<file path="config.mk">
export PLATFORM = sky130hd
export DESIGN_NAME = pbm_port_b_mux
export DESIGN_NICKNAME = d
export VERILOG_FILES = /design/src/include/pbm_pkg.sv /design/src/rtl/pbm_port_b_mux.sv
export SDC_FILE = /design/constraint.sdc
export NUM_CORES = 1
export LEC_CHECK = 0
export BUFFER_PORTS_ARGS = -buffer_cell sky130_fd_sc_hd__buf_2
export CAP_MARGIN = 40
export CORE_MARGIN = 1
export CORE_UTILIZATION = 44
export DETAILED_ROUTE_END_ITERATION = 12
export PLACE_DENSITY = 0.83
export SKIP_CTS_REPAIR_TIMING = 1
export SYNTH_ARGS = -nofsm -noshare
export SYNTH_HDL_FRONTEND = slang
export SYNTH_SLANG_ARGS = --single-unit
</file>
<file path="constraint.sdc">
create_clock -name aclk -period 1.82 [get_ports aclk]
set_input_delay 0.273 -clock aclk [delete_from_list [all_inputs] [get_ports aclk]]
set_output_delay 0.273 -clock aclk [all_outputs]
set_load 0.1 [all_outputs]
</file>
<file path="src/include/pbm_pkg.sv">
package pbm_pkg;
    // register byte offsets
    localparam logic [7:0] OFS_OUTPUT = 8'h00;
    localparam logic [7:0] OFS_DIRECTION = 8'h04;
    localparam logic [7:0] OFS_PIN_INPUT = 8'h08;
    localparam logic [7:0] OFS_SPECIAL_FUNCTION_IO_CONTROL = 8'h0c;
    localparam logic [7:0] OFS_PERIPHERAL_MODE = 8'h10;
    // field positions
    localparam int BIT_GLOBAL_PULLUP_DISABLE = 2;
    localparam int BIT_SERIAL_PERIPHERAL_ENABLE = 0;
    localparam int BIT_SERIAL_MASTER_SELECT = 1;
    localparam int BIT_TIMER2_ASYNC_CLOCK_SELECT = 3;
    // pin positions
    localparam int PIN_CAPTURE = 0;
    localparam int PIN_CMP_A = 1;
    localparam int PIN_SELECT = 2;
    localparam int PIN_MOSI = 3;
    localparam int PIN_MISO = 4;
    localparam int PIN_SCK = 5;
    localparam int PIN_OSC_IN = 6;
    localparam int PIN_OSC_OUT = 7;
    // reset values
    localparam logic [7:0] RST_OUTPUT = 8'h00;
    localparam logic [7:0] RST_DIRECTION = 8'h00;
    localparam logic [7:0] RST_SPECIAL_FUNCTION_IO_CONTROL = 8'h00;
    localparam logic [7:0] RST_PERIPHERAL_MODE = 8'h00;
    // bus answers
    localparam logic [1:0] RESP_OKAY = 2'h0;
    localparam logic [1:0] RESP_SLVERR = 2'h2;
endpackage : pbm_pkg

</file>
<file path="src/rtl/pbm_port_b_mux.sv">
// The implementer's own choices: register access over AXI4-Lite and the register offsets.
`timescale 1ns/10ps
// Notes on behaviour
// global pull-up disable set turns off every pull-up, whatever direction and output bits say.
// default pull-up only when direction zero, output bit one, pull-up disable zero.
// each asserted override enable replaces its register-derived setting with the override value.
// pins 7,6 are timer oscillator only with internal RC clock and async timer-2 bit; the code takes both on the async bit under any chip clock.
// async timer-2 clocking detaches pin 7 as oscillator amplifier output.
// async timer-2 clocking detaches pin 6 as oscillator amplifier input.
// pin 6 is clock pin for any chip clock other than internal RC.
// clock-used pins 7/6 read zero in direction, output and pin input bits.
// serial slave forces pin 5 input; master leaves it to its direction bit.
// serial master forces pin 4 input; slave leaves it to its direction bit.
// serial slave forces pin 3 input; master leaves it to its direction bit.
// serial slave forces pin 2 input; slave active only while pin 2 low.
// pins forced to input keep pull-up from output bit, subject to global disable.
// pin 4 is master receive and slave transmit; pin 3 the reverse.
// pin 3 value is OR of serial master output and timer-2 compare output.
// software sets pin 3 direction to output for timer-2 compare waveform.
// software sets pin 2 direction to output; timer supplies compare-B value.
// software sets pin 1 direction to output; timer supplies compare-A value.
// pin 0 feeds capture input; no pull-up, direction or output override there.
// oscillator-taken pins 6/7 have digital input enable overridden to disabled.
module pbm_port_b_mux
    import pbm_pkg::*;
#(
    parameter int PINS = 8
) (
    // clock and reset
    input wire logic aclk,
    input wire logic aresetn,
    // axi4-lite write address and data
    input wire logic [7:0] s_axi_awaddr,
    input wire logic [2:0] s_axi_awprot,
    input wire logic s_axi_awvalid,
    output logic s_axi_awready,
    input wire logic [31:0] s_axi_wdata,
    input wire logic [3:0] s_axi_wstrb,
    input wire logic s_axi_wvalid,
    output logic s_axi_wready,
    // axi4-lite write response
    output logic [1:0] s_axi_bresp,
    output logic s_axi_bvalid,
    input wire logic s_axi_bready,
    // axi4-lite read
    input wire logic [7:0] s_axi_araddr,
    input wire logic [2:0] s_axi_arprot,
    input wire logic s_axi_arvalid,
    output logic s_axi_arready,
    output logic [31:0] s_axi_rdata,
    output logic [1:0] s_axi_rresp,
    output logic s_axi_rvalid,
    input wire logic s_axi_rready,
    // clock source fuses
    input wire logic internal_rc_selected,
    input wire logic external_clock_selected,
    // pads
    input wire logic [PINS-1:0] pad_in,
    output logic [PINS-1:0] pad_out,
    output logic [PINS-1:0] pad_oe,
    output logic [PINS-1:0] pad_pullup_en,
    output logic [PINS-1:0] pad_input_en,
    // peripheral outputs towards the pins
    input wire logic spi_sck_out,
    input wire logic spi_master_out,
    input wire logic spi_slave_out,
    input wire logic timer2_compare_output,
    input wire logic timer2_compare_enable,
    input wire logic timer1_compare_a_output,
    input wire logic timer1_compare_a_enable,
    input wire logic timer1_compare_b_output,
    input wire logic timer1_compare_b_enable,
    // pin inputs and register mode bits towards the peripherals
    output logic spi_sck_in,
    output logic spi_master_in,
    output logic spi_slave_in,
    output logic spi_select_n,
    output logic timer1_capture_input,
    output logic serial_peripheral_enable,
    output logic serial_master_select,
    output logic timer2_async_clock_select
);
    logic [7:0] pin_output_bit_q, pin_direction_bit_q, sfio_ctrl_q, periph_mode_q, pin_input_q;
    logic aw_held_q, w_held_q;
    logic [7:0] awaddr_q;
    logic [31:0] wdata_q;
    logic [3:0] wstrb_q;
    logic global_pullup_disable, serial_en, serial_master, t2_async;
    logic slave_mode, master_mode, osc6_taken, osc7_taken;
    logic [7:0] clock_pin;
    logic [7:0] pullup_override_enable, pullup_override_value;
    logic [7:0] direction_override_enable, direction_override_value;
    logic [7:0] output_value_override_enable, output_value_override_value;
    logic [7:0] input_enable_override_enable, input_enable_override_value;
    logic [7:0] pullup_d, oe_d, out_d, ie_d, rd_byte;
    logic rd_hit, wr_hit, do_write;

    assign global_pullup_disable = sfio_ctrl_q[BIT_GLOBAL_PULLUP_DISABLE];
    assign serial_en = periph_mode_q[BIT_SERIAL_PERIPHERAL_ENABLE];
    assign serial_master = periph_mode_q[BIT_SERIAL_MASTER_SELECT];
    assign t2_async = periph_mode_q[BIT_TIMER2_ASYNC_CLOCK_SELECT];
    assign slave_mode = serial_en & ~serial_master;
    assign master_mode = serial_en & serial_master;

    // the timer oscillator owns both pins whenever the async bit is set, under any chip clock
    assign osc6_taken = ~internal_rc_selected | t2_async;
    // an external clock leaves the amplifier output free for general use
    assign osc7_taken = (~internal_rc_selected & ~external_clock_selected) | t2_async;
    assign clock_pin = {osc7_taken, osc6_taken, 6'h00};

    always_comb begin
        pullup_override_enable = 8'h00;
        pullup_override_value = 8'h00;
        direction_override_enable = 8'h00;
        direction_override_value = 8'h00;
        output_value_override_enable = 8'h00;
        output_value_override_value = 8'h00;
        input_enable_override_enable = 8'h00;
        input_enable_override_value = 8'h00;
        // oscillator pins: no pull-up, no driver, no digital input
        pullup_override_enable[PIN_OSC_OUT] = osc7_taken;
        direction_override_enable[PIN_OSC_OUT] = osc7_taken;
        input_enable_override_enable[PIN_OSC_OUT] = osc7_taken;
        pullup_override_enable[PIN_OSC_IN] = osc6_taken;
        direction_override_enable[PIN_OSC_IN] = osc6_taken;
        input_enable_override_enable[PIN_OSC_IN] = osc6_taken;
        // serial clock: input as slave, driven by the master clock as master
        pullup_override_enable[PIN_SCK] = slave_mode;
        direction_override_enable[PIN_SCK] = slave_mode;
        output_value_override_enable[PIN_SCK] = master_mode;
        output_value_override_value[PIN_SCK] = spi_sck_out;
        // master in / slave out
        pullup_override_enable[PIN_MISO] = master_mode;
        direction_override_enable[PIN_MISO] = master_mode;
        output_value_override_enable[PIN_MISO] = slave_mode;
        output_value_override_value[PIN_MISO] = spi_slave_out;
        // master out / slave in, shared with the timer-2 compare
        pullup_override_enable[PIN_MOSI] = slave_mode;
        direction_override_enable[PIN_MOSI] = slave_mode;
        output_value_override_enable[PIN_MOSI] = master_mode | timer2_compare_enable;
        output_value_override_value[PIN_MOSI] = (master_mode & spi_master_out)
            | (timer2_compare_enable & timer2_compare_output);
        // slave select, shared with timer-1 compare b
        pullup_override_enable[PIN_SELECT] = slave_mode;
        direction_override_enable[PIN_SELECT] = slave_mode;
        output_value_override_enable[PIN_SELECT] = timer1_compare_b_enable;
        output_value_override_value[PIN_SELECT] = timer1_compare_b_output;
        output_value_override_enable[PIN_CMP_A] = timer1_compare_a_enable;
        output_value_override_value[PIN_CMP_A] = timer1_compare_a_output;
        // forced inputs keep the output-bit pull-up, still under global disable
        pullup_override_value[PIN_SCK] = pin_output_bit_q[PIN_SCK] & ~global_pullup_disable;
        pullup_override_value[PIN_MISO] = pin_output_bit_q[PIN_MISO] & ~global_pullup_disable;
        pullup_override_value[PIN_MOSI] = pin_output_bit_q[PIN_MOSI] & ~global_pullup_disable;
        pullup_override_value[PIN_SELECT] = pin_output_bit_q[PIN_SELECT] & ~global_pullup_disable;
        // capture pin keeps every override clear
    end

    for (genvar i = 0; i < PINS; i++) begin : g_pin
        always_comb begin
            pullup_d[i] = pullup_override_enable[i] ? pullup_override_value[i]
                : (~pin_direction_bit_q[i] & pin_output_bit_q[i] & ~global_pullup_disable);
            oe_d[i] = direction_override_enable[i] ? direction_override_value[i]
                : pin_direction_bit_q[i];
            out_d[i] = output_value_override_enable[i] ? output_value_override_value[i]
                : pin_output_bit_q[i];
            ie_d[i] = input_enable_override_enable[i] ? input_enable_override_value[i] : 1'b1;
        end
    end

    always_ff @(posedge aclk) begin
        if (!aresetn) begin
            pad_pullup_en <= 8'h00;
            pad_oe <= 8'h00;
            pad_out <= 8'h00;
            pad_input_en <= 8'h00;
        end else begin
            pad_pullup_en <= pullup_d;
            pad_oe <= oe_d;
            pad_out <= out_d;
            pad_input_en <= ie_d;
        end
    end

    // disabled inputs are clamped low before sampling
    always_ff @(posedge aclk) begin
        if (!aresetn) begin
            pin_input_q <= 8'h00;
            spi_sck_in <= 1'b0;
            spi_master_in <= 1'b0;
            spi_slave_in <= 1'b0;
            spi_select_n <= 1'b1;
            timer1_capture_input <= 1'b0;
        end else begin
            pin_input_q <= pad_in & ie_d;
            spi_sck_in <= pad_in[PIN_SCK];
            spi_master_in <= pad_in[PIN_MISO];
            spi_slave_in <= pad_in[PIN_MOSI];
            spi_select_n <= slave_mode ? pad_in[PIN_SELECT] : 1'b1;
            timer1_capture_input <= pad_in[PIN_CAPTURE];
        end
    end

    always_ff @(posedge aclk) begin
        if (!aresetn) begin
            serial_peripheral_enable <= 1'b0;
            serial_master_select <= 1'b0;
            timer2_async_clock_select <= 1'b0;
        end else begin
            serial_peripheral_enable <= serial_en;
            serial_master_select <= serial_master;
            timer2_async_clock_select <= t2_async;
        end
    end

    // write channel: address and data are latched independently
    assign do_write = aw_held_q & w_held_q & ~s_axi_bvalid;
    assign wr_hit = (awaddr_q == OFS_OUTPUT) || (awaddr_q == OFS_DIRECTION)
        || (awaddr_q == OFS_PIN_INPUT) || (awaddr_q == OFS_SPECIAL_FUNCTION_IO_CONTROL)
        || (awaddr_q == OFS_PERIPHERAL_MODE);

    always_ff @(posedge aclk) begin
        if (!aresetn) begin
            aw_held_q <= 1'b0;
            w_held_q <= 1'b0;
            awaddr_q <= 8'h00;
            wdata_q <= 32'h0000_0000;
            wstrb_q <= 4'h0;
            s_axi_awready <= 1'b0;
            s_axi_wready <= 1'b0;
            s_axi_bvalid <= 1'b0;
            s_axi_bresp <= RESP_OKAY;
        end else begin
            s_axi_awready <= ~aw_held_q & ~(s_axi_awvalid & s_axi_awready);
            s_axi_wready <= ~w_held_q & ~(s_axi_wvalid & s_axi_wready);
            if (s_axi_awvalid && s_axi_awready) begin
                aw_held_q <= 1'b1;
                awaddr_q <= {s_axi_awaddr[7:2], 2'h0};
            end
            if (s_axi_wvalid && s_axi_wready) begin
                w_held_q <= 1'b1;
                wdata_q <= s_axi_wdata;
                wstrb_q <= s_axi_wstrb;
            end
            if (do_write) begin
                s_axi_bvalid <= 1'b1;
                s_axi_bresp <= wr_hit ? RESP_OKAY : RESP_SLVERR;
            end else if (s_axi_bvalid && s_axi_bready) begin
                s_axi_bvalid <= 1'b0;
                aw_held_q <= 1'b0;
                w_held_q <= 1'b0;
            end
        end
    end

    // only byte lane 0 carries the 8-bit registers
    always_ff @(posedge aclk) begin
        if (!aresetn) begin
            pin_output_bit_q <= RST_OUTPUT;
            pin_direction_bit_q <= RST_DIRECTION;
            sfio_ctrl_q <= RST_SPECIAL_FUNCTION_IO_CONTROL;
            periph_mode_q <= RST_PERIPHERAL_MODE;
        end else if (do_write && wstrb_q[0]) begin
            case (awaddr_q)
                OFS_OUTPUT: pin_output_bit_q <= wdata_q[7:0];
                OFS_DIRECTION: pin_direction_bit_q <= wdata_q[7:0];
                OFS_SPECIAL_FUNCTION_IO_CONTROL: sfio_ctrl_q <= wdata_q[7:0];
                OFS_PERIPHERAL_MODE: periph_mode_q <= wdata_q[7:0];
                default: ;
            endcase
        end
    end

    // clock-used pins hide their bits from software
    always_comb begin
        rd_hit = 1'b1;
        case ({s_axi_araddr[7:2], 2'h0})
            OFS_OUTPUT: rd_byte = pin_output_bit_q & ~clock_pin;
            OFS_DIRECTION: rd_byte = pin_direction_bit_q & ~clock_pin;
            OFS_PIN_INPUT: rd_byte = pin_input_q & ~clock_pin;
            OFS_SPECIAL_FUNCTION_IO_CONTROL: rd_byte = sfio_ctrl_q;
            OFS_PERIPHERAL_MODE: rd_byte = periph_mode_q;
            default: begin
                rd_byte = 8'h00;
                rd_hit = 1'b0;
            end
        endcase
    end

    always_ff @(posedge aclk) begin
        if (!aresetn) begin
            s_axi_arready <= 1'b0;
            s_axi_rvalid <= 1'b0;
            s_axi_rdata <= 32'h0000_0000;
            s_axi_rresp <= RESP_OKAY;
        end else begin
            s_axi_arready <= ~s_axi_rvalid & ~(s_axi_arvalid & s_axi_arready);
            if (s_axi_arvalid && s_axi_arready) begin
                s_axi_rvalid <= 1'b1;
                s_axi_rdata <= {24'h000000, rd_byte};
                s_axi_rresp <= rd_hit ? RESP_OKAY : RESP_SLVERR;
            end else if (s_axi_rvalid && s_axi_rready) begin
                s_axi_rvalid <= 1'b0;
            end
        end
    end
endmodule : pbm_port_b_mux

</file>
==> metrics.csv, run 1 <==
stage;metric;value;unit
drt;vias;3166;
sta;fmax;626;MHz
clock_network;clock-root-buffer;clkbuf_8;
floorplan;io_pins;165;
setup_path;slowest_stage;buf_2;
clock_network;cts_sinks;103;
sta;fin_setup_tns;0;ps
final_layout;drive_gt1_share;25.9;%
final_layout;layout.nets;600;
yosys;synth_seq_cells;103;
floorplan;core_area;0.00868;mm2
drt;routed_wl;8580;um
yosys;muxShareOfSynthArea;4.54;%
clock_network;clkLatencyLatePin;360;ps
clock_network;clockBufferDepth;2;
setup_path;worstPathArrival;1320;ps
yosys;syn_area;0.00391;mm2
place;pre_cts_ws;145;ps
drt;ant_nets;0;
global_routing;track_usage;19.3;%
power_and_ir_drop;peakVddDrop;0.000533;V
power_and_ir_drop;power_switching_share;31.8;%
setup_path;cp_cell_sequence;buf_2;
setup_path;critPathKind;flip-flop to primary output;
final_layout;layout_common_cells;dfxtp_1, buf_2, nand2_1;
sta;post-route-worst-setup-slack;223;ps
setup_path;end_kind;primary output;
clock_network;cts-buffers-inserted;9;
sta;finalSetupViolCount;0;
sta;period_needed;1600;ps
sta;finalHoldViolCount;0;
yosys;synth_compound_area_share;12.7;%
setup_path;max_stage_delay;490;ps
sta;period_share;87.7;%
power_and_ir_drop;p_leak;1.96;nW
floorplan;die-area;0.00927;mm2
final_layout;num-fill-cells;833;
setup_path;path_delay_family;buffers and inverters;
yosys;synth-simple-area-share;20.8;%
setup_path;path_max_fanout;9;
yosys;yosysSeqAreaShare;52.7;%
floorplan;die_x;96.3;um
yosys;synth_top_family_by_area;simple AND/OR/NAND/NOR gates;
setup_path;cp-start-kind;flip-flop;
global_routing;grt_max_degree;62;
outcome;status;finished clean;
clock_network;cts_tree;yes;
global_routing;antenna_found_initial;0;
sta;rsz0062_at_grt;false;
setup_path;cp_num_buf_inv;1;
place;port_buffers;101;
power_and_ir_drop;p_seq_share;51.4;%
yosys;yosys-top-cells-area;dfxtp_1, buf_4, o21ai_0;
yosys;synth-edff-count;0;
drt;wire_per_inst;13.6;um
place;dp_hpwl;6190;um
power_and_ir_drop;p_per_area;997;mW/mm2
yosys;yosys.area_share.adder;0;%
drt;drcViolationCount;0;
power_and_ir_drop;p_comb_share;16.7;%
drt;avgViaCountPerCell;5.03;
power_and_ir_drop;p_clk_share;31.9;%
yosys;synth_top_area_cell;dfxtp_1;
global_routing;grt_pass1_wl;13400;um
drt;drt_iter0_drc;155;
worst_hold_path;min-delay-path-class;input port to flip-flop;
global_routing;gr-total-overflow;0;
clock_network;worst_setup_hold_path_clk_slew;90;ps
place;gp_congestion;0.782;
final_layout;area_delta_synth_final;16.9;%
global_routing;grt_pass1_vias;2848;
yosys;synth_cell_types;38;
clock_network;htreeDepth;3;
power_and_ir_drop;p_int;3.11;mW
sta;slew_headroom;61.1;%
floorplan;num_rows;34;
setup_path;required;1550;ps
yosys;synth_top_flop_cell;dfxtp_1;
yosys;synth_area_per_cell;9.14;um2
yosys;async_flop_share;0;%
sta;worst_pin_slew;583;ps
yosys;synthXorXnorAreaFrac;0;%
floorplan;die_h;96.3;um
power_and_ir_drop;power.net_switching;1.45;mW
yosys;yosys.area.top_type_share;52.7;%
flow_run;max_cap_viol_count;0;
yosys;synth_cells;428;
yosys;yosys_warnings;0;
sta;finClkSkew;9.87;ps
final_layout;diodes;0;
floorplan;start_util;45.1;%
drt;dr.pass1.iters;4;
sta;final_max_slew_viol_count;0;
-- path summary, 6_finish.rpt --
| kind | cells past startpoint | start | endpoint | slack, ps |
|---|---|---|---|---|
| setup / recovery | 1 | s_axi_awready$_SDFF_PN0_ | s_axi_awready | 220 |
| hold / removal | 2 | pad_in[6] | pin_input_q[6]$_SDFF_PN0_ | 110 |
| setup reg to reg | 4 | awaddr_q[7]$_SDFFE_PN0P_ | sfio_ctrl_q[7]$_SDFFE_PN0P_ | 320 |
| hold reg to reg | 1 | s_axi_rvalid$_SDFFE_PN0P_ | s_axi_arready$_SDFF_PN0_ | 460 |
-- routing by layer --
metal	global-route usage [%]	share of wire (%)	up-vias
met5	0	0	-
met3	4.82	4.9	15
met1	24.1	46	1443
li1	-	-	1607
met4	7.84	1.9	0
met2	31.7	47	101
-- power groups by stage --
stage	Sequential (mW)	Combinational [mW]	Clock [mW]
6_report	2.34	0.761	1.46
5_1_grt	2.35	0.800	1.59
4_1_cts	2.34	0.762	1.49
3_5_place_dp	2.39	0.761	0
3_3_place_gp	2.39	0.753	0
2_1_floorplan	2.61	0.477	0
-- logic make-up (layout without fill, tap and decap cells) --
logic type / Yosys count / in the layout
simple gates: 158 / 158
flops: 103 / 103
compound gates: 90 / 90
buf+inv: 59 / 127
mux: 17 / 17
other cells: 1 / 26
-- layout make-up --
class                   instances  area [um2]  area share [%]
clock inverters                 6        68.8            1.51
clock buffers                  10         138            3.01
inverters                       4        15.0           0.328
repair buffers                107         563            12.3
flip-flops and latches        103        2060            45.2
well taps                     108         135            2.96
multi-input cells             291        1590            34.7
-- Yosys cell counts, drive strengths merged (2+ instances only) --
cell       n
nor3b      7
nor3      10
a221oi     6
a311oi     2
nor2      14
and3b      2
and2      19
nand2     54
a21oi     34
dfxtp    103
o21ai     41
mux2i     11
inv        4
o2bb2ai    2
nand2b     3
a31oi      3
buf       42
clkbuf    13
nand3     31
or3        2
and3       5
mux2       6
nand4b     2
nand4      4
-- per-stage QoR --
step                      instances  hold WS (ps)  area [um2]  total power, mW  util, %
after detailed placement        613           442        4370             3.16     50.3
after global placement          613           425        4370             3.14     50.3
after global routing            629          95.9        4570             4.74     52.7
after floorplan                 453           301        4010             3.08        -
after CTS                       629          96.9        4570             4.59     52.7
final                           629           112        4570             4.56     52.7
(Power assumes the default switching activity.)
==> run 2: changes to the inputs <==
Settings changed: REMOVE_ABC_BUFFERS set to 1.
==> run 2 against run 1 <==
Sequential share of layout area decreased by 0.15 points. Maximum frequency decreased by 1.6%. Sequential cell count is the same. Critical path type unchanged. Sequential power about the same.
==> metrics.csv, run 2 (synthesis results as in run 1) <==
stage;metric;value;unit
global_routing;grt_pass1_wl;13700;um
clock_network;cts-buffers-inserted;9;
sta;slew_headroom;59.9;%
place;place_inst;617;
clock_network;worst_setup_hold_path_clk_slew;110;ps
floorplan;io_pins;165;
setup_path;path_max_fanout;9;
final_layout;layout.nets;604;
final_layout;diodes;0;
setup_path;critPathKind;flip-flop to primary output;
global_routing;grt_max_degree;46;
setup_path;cp-start-kind;flip-flop;
sta;rsz0062_at_grt;false;
drt;ant_nets;0;
global_routing;grt_pass1_vias;2854;
floorplan;core_area;0.00868;mm2
sta;finClkSkew;16.2;ps
setup_path;slowest_stage;dfxtp_1;
power_and_ir_drop;peakVddDrop;0.000442;V
final_layout;post-route-util;52.8;%
sta;worst_pin_slew;596;ps
power_and_ir_drop;p_per_area;997;mW/mm2
final_layout;finalInstanceArea;0.00458;mm2
clock_network;cts_sinks;103;
sta;fmax;616;MHz
sta;period_share;89.2;%
floorplan;die_x;96.3;um
setup_path;worst-path-stages;1;
place;pre_cts_ws;152;ps
final_layout;area_delta_synth_final;17.1;%
sta;finalHoldViolCount;0;
place;port_buffers;101;
clock_network;clock-root-buffer;clkbuf_8;
place;dpl-instance-area;0.00438;mm2
setup_path;required;1550;ps
drt;routed_wl;8720;um
drt;vias;3160;
sta;final_max_slew_viol_count;0;
clock_network;clkLatencyLatePin;370;ps
final_layout;layout_common_cells;dfxtp_1, buf_2, nand2_1;
flow_run;max_cap_viol_count;0;
sta;finalSetupViolCount;0;
drt;avgViaCountPerCell;4.99;
floorplan;die-area;0.00927;mm2
final_layout;final_cells;633;
clock_network;cts_tree;yes;
worst_hold_path;min-delay-path-class;input port to flip-flop;
setup_path;reg2regPathDepth;5;
drt;wire_per_inst;13.8;um
drt;dr.pass1.iters;4;
global_routing;antenna_found_initial;0;
place;gp_congestion;0.796;
setup_path;cp_num_buf_inv;1;
outcome;status;finished clean;
drt;drt_iter0_drc;98;
place;dp_hpwl;6190;um
global_routing;gr-total-overflow;0;
floorplan;start_util;45.1;%
worst_hold_path;holdPathStages;2;
setup_path;end_kind;primary output;
power_and_ir_drop;p_leak;1.98;nW
setup_path;max_stage_delay;490;ps
setup_path;worstPathArrival;1350;ps
sta;post-route-worst-setup-slack;197;ps
clock_network;htreeDepth;3;
drt;drcViolationCount;0;
global_routing;track_usage;19.7;%
final_layout;drive_gt1_share;26.1;%
final_layout;layout_commonest_cell;dfxtp_1;
floorplan;die_h;96.3;um
clock_network;clockBufferDepth;2;
setup_path;cp_cell_sequence;buf_2;
setup_path;path_delay_family;flip-flops;
sta;period_needed;1620;ps
floorplan;num_rows;34;
## run 2: layout make-up
class | count | area (um2)
Fill cell | 826 | 4100
Inverter | 4 | 15.0
Clock buffer | 9 | 124
Tap cell | 108 | 135
Sequential cell | 103 | 2060
Clock inverter | 7 | 77.6
Multi-Input combinational cell | 291 | 1590
Timing Repair Buffer | 111 | 581
## run 2: through the flow
step           TNS (ps)  hold slack [ps]  power (mW)
6_report              0             98.3        4.57
4_1_cts               0             90.9        4.60
3_3_place_gp          0              430        3.15
2_1_floorplan    -16790              301        2.99
3_5_place_dp          0              436        3.16
5_1_grt               0             94.4        4.72
## run 2: power by group
| part | switching (mW) | total (mW) | internal, mW |
|---|---|---|---|
| sequential | 0.0370 | 2.34 | 2.31 |
| combinational | 0.647 | 0.767 | 0.120 |
| clock | 0.807 | 1.46 | 0.650 |
## run 2: metal layers
layer | up-vias | global-route usage (%) | wire length [um]
met4 | 0 | 5.60 | 64
met1 | 1410 | 24.2 | 3800
met2 | 132 | 34.3 | 4240
li1 | 1612 | - | -
met3 | 6 | 4.34 | 614
met5 | - | 0 | 0
## run 2: final timing paths
check             slack, ps                     start                             to
hold / removal          100                 pad_in[7]      pin_input_q[7]$_SDFF_PN0_
setup / recovery        200  s_axi_awready$_SDFF_PN0_                  s_axi_awready
setup reg to reg        280  awaddr_q[7]$_SDFFE_PN0P_  periph_mode_q[7]$_SDFFE_PN0P_
hold reg to reg         450       w_held_q$_SDFF_PN0_        s_axi_wready$_SDFF_PN0_
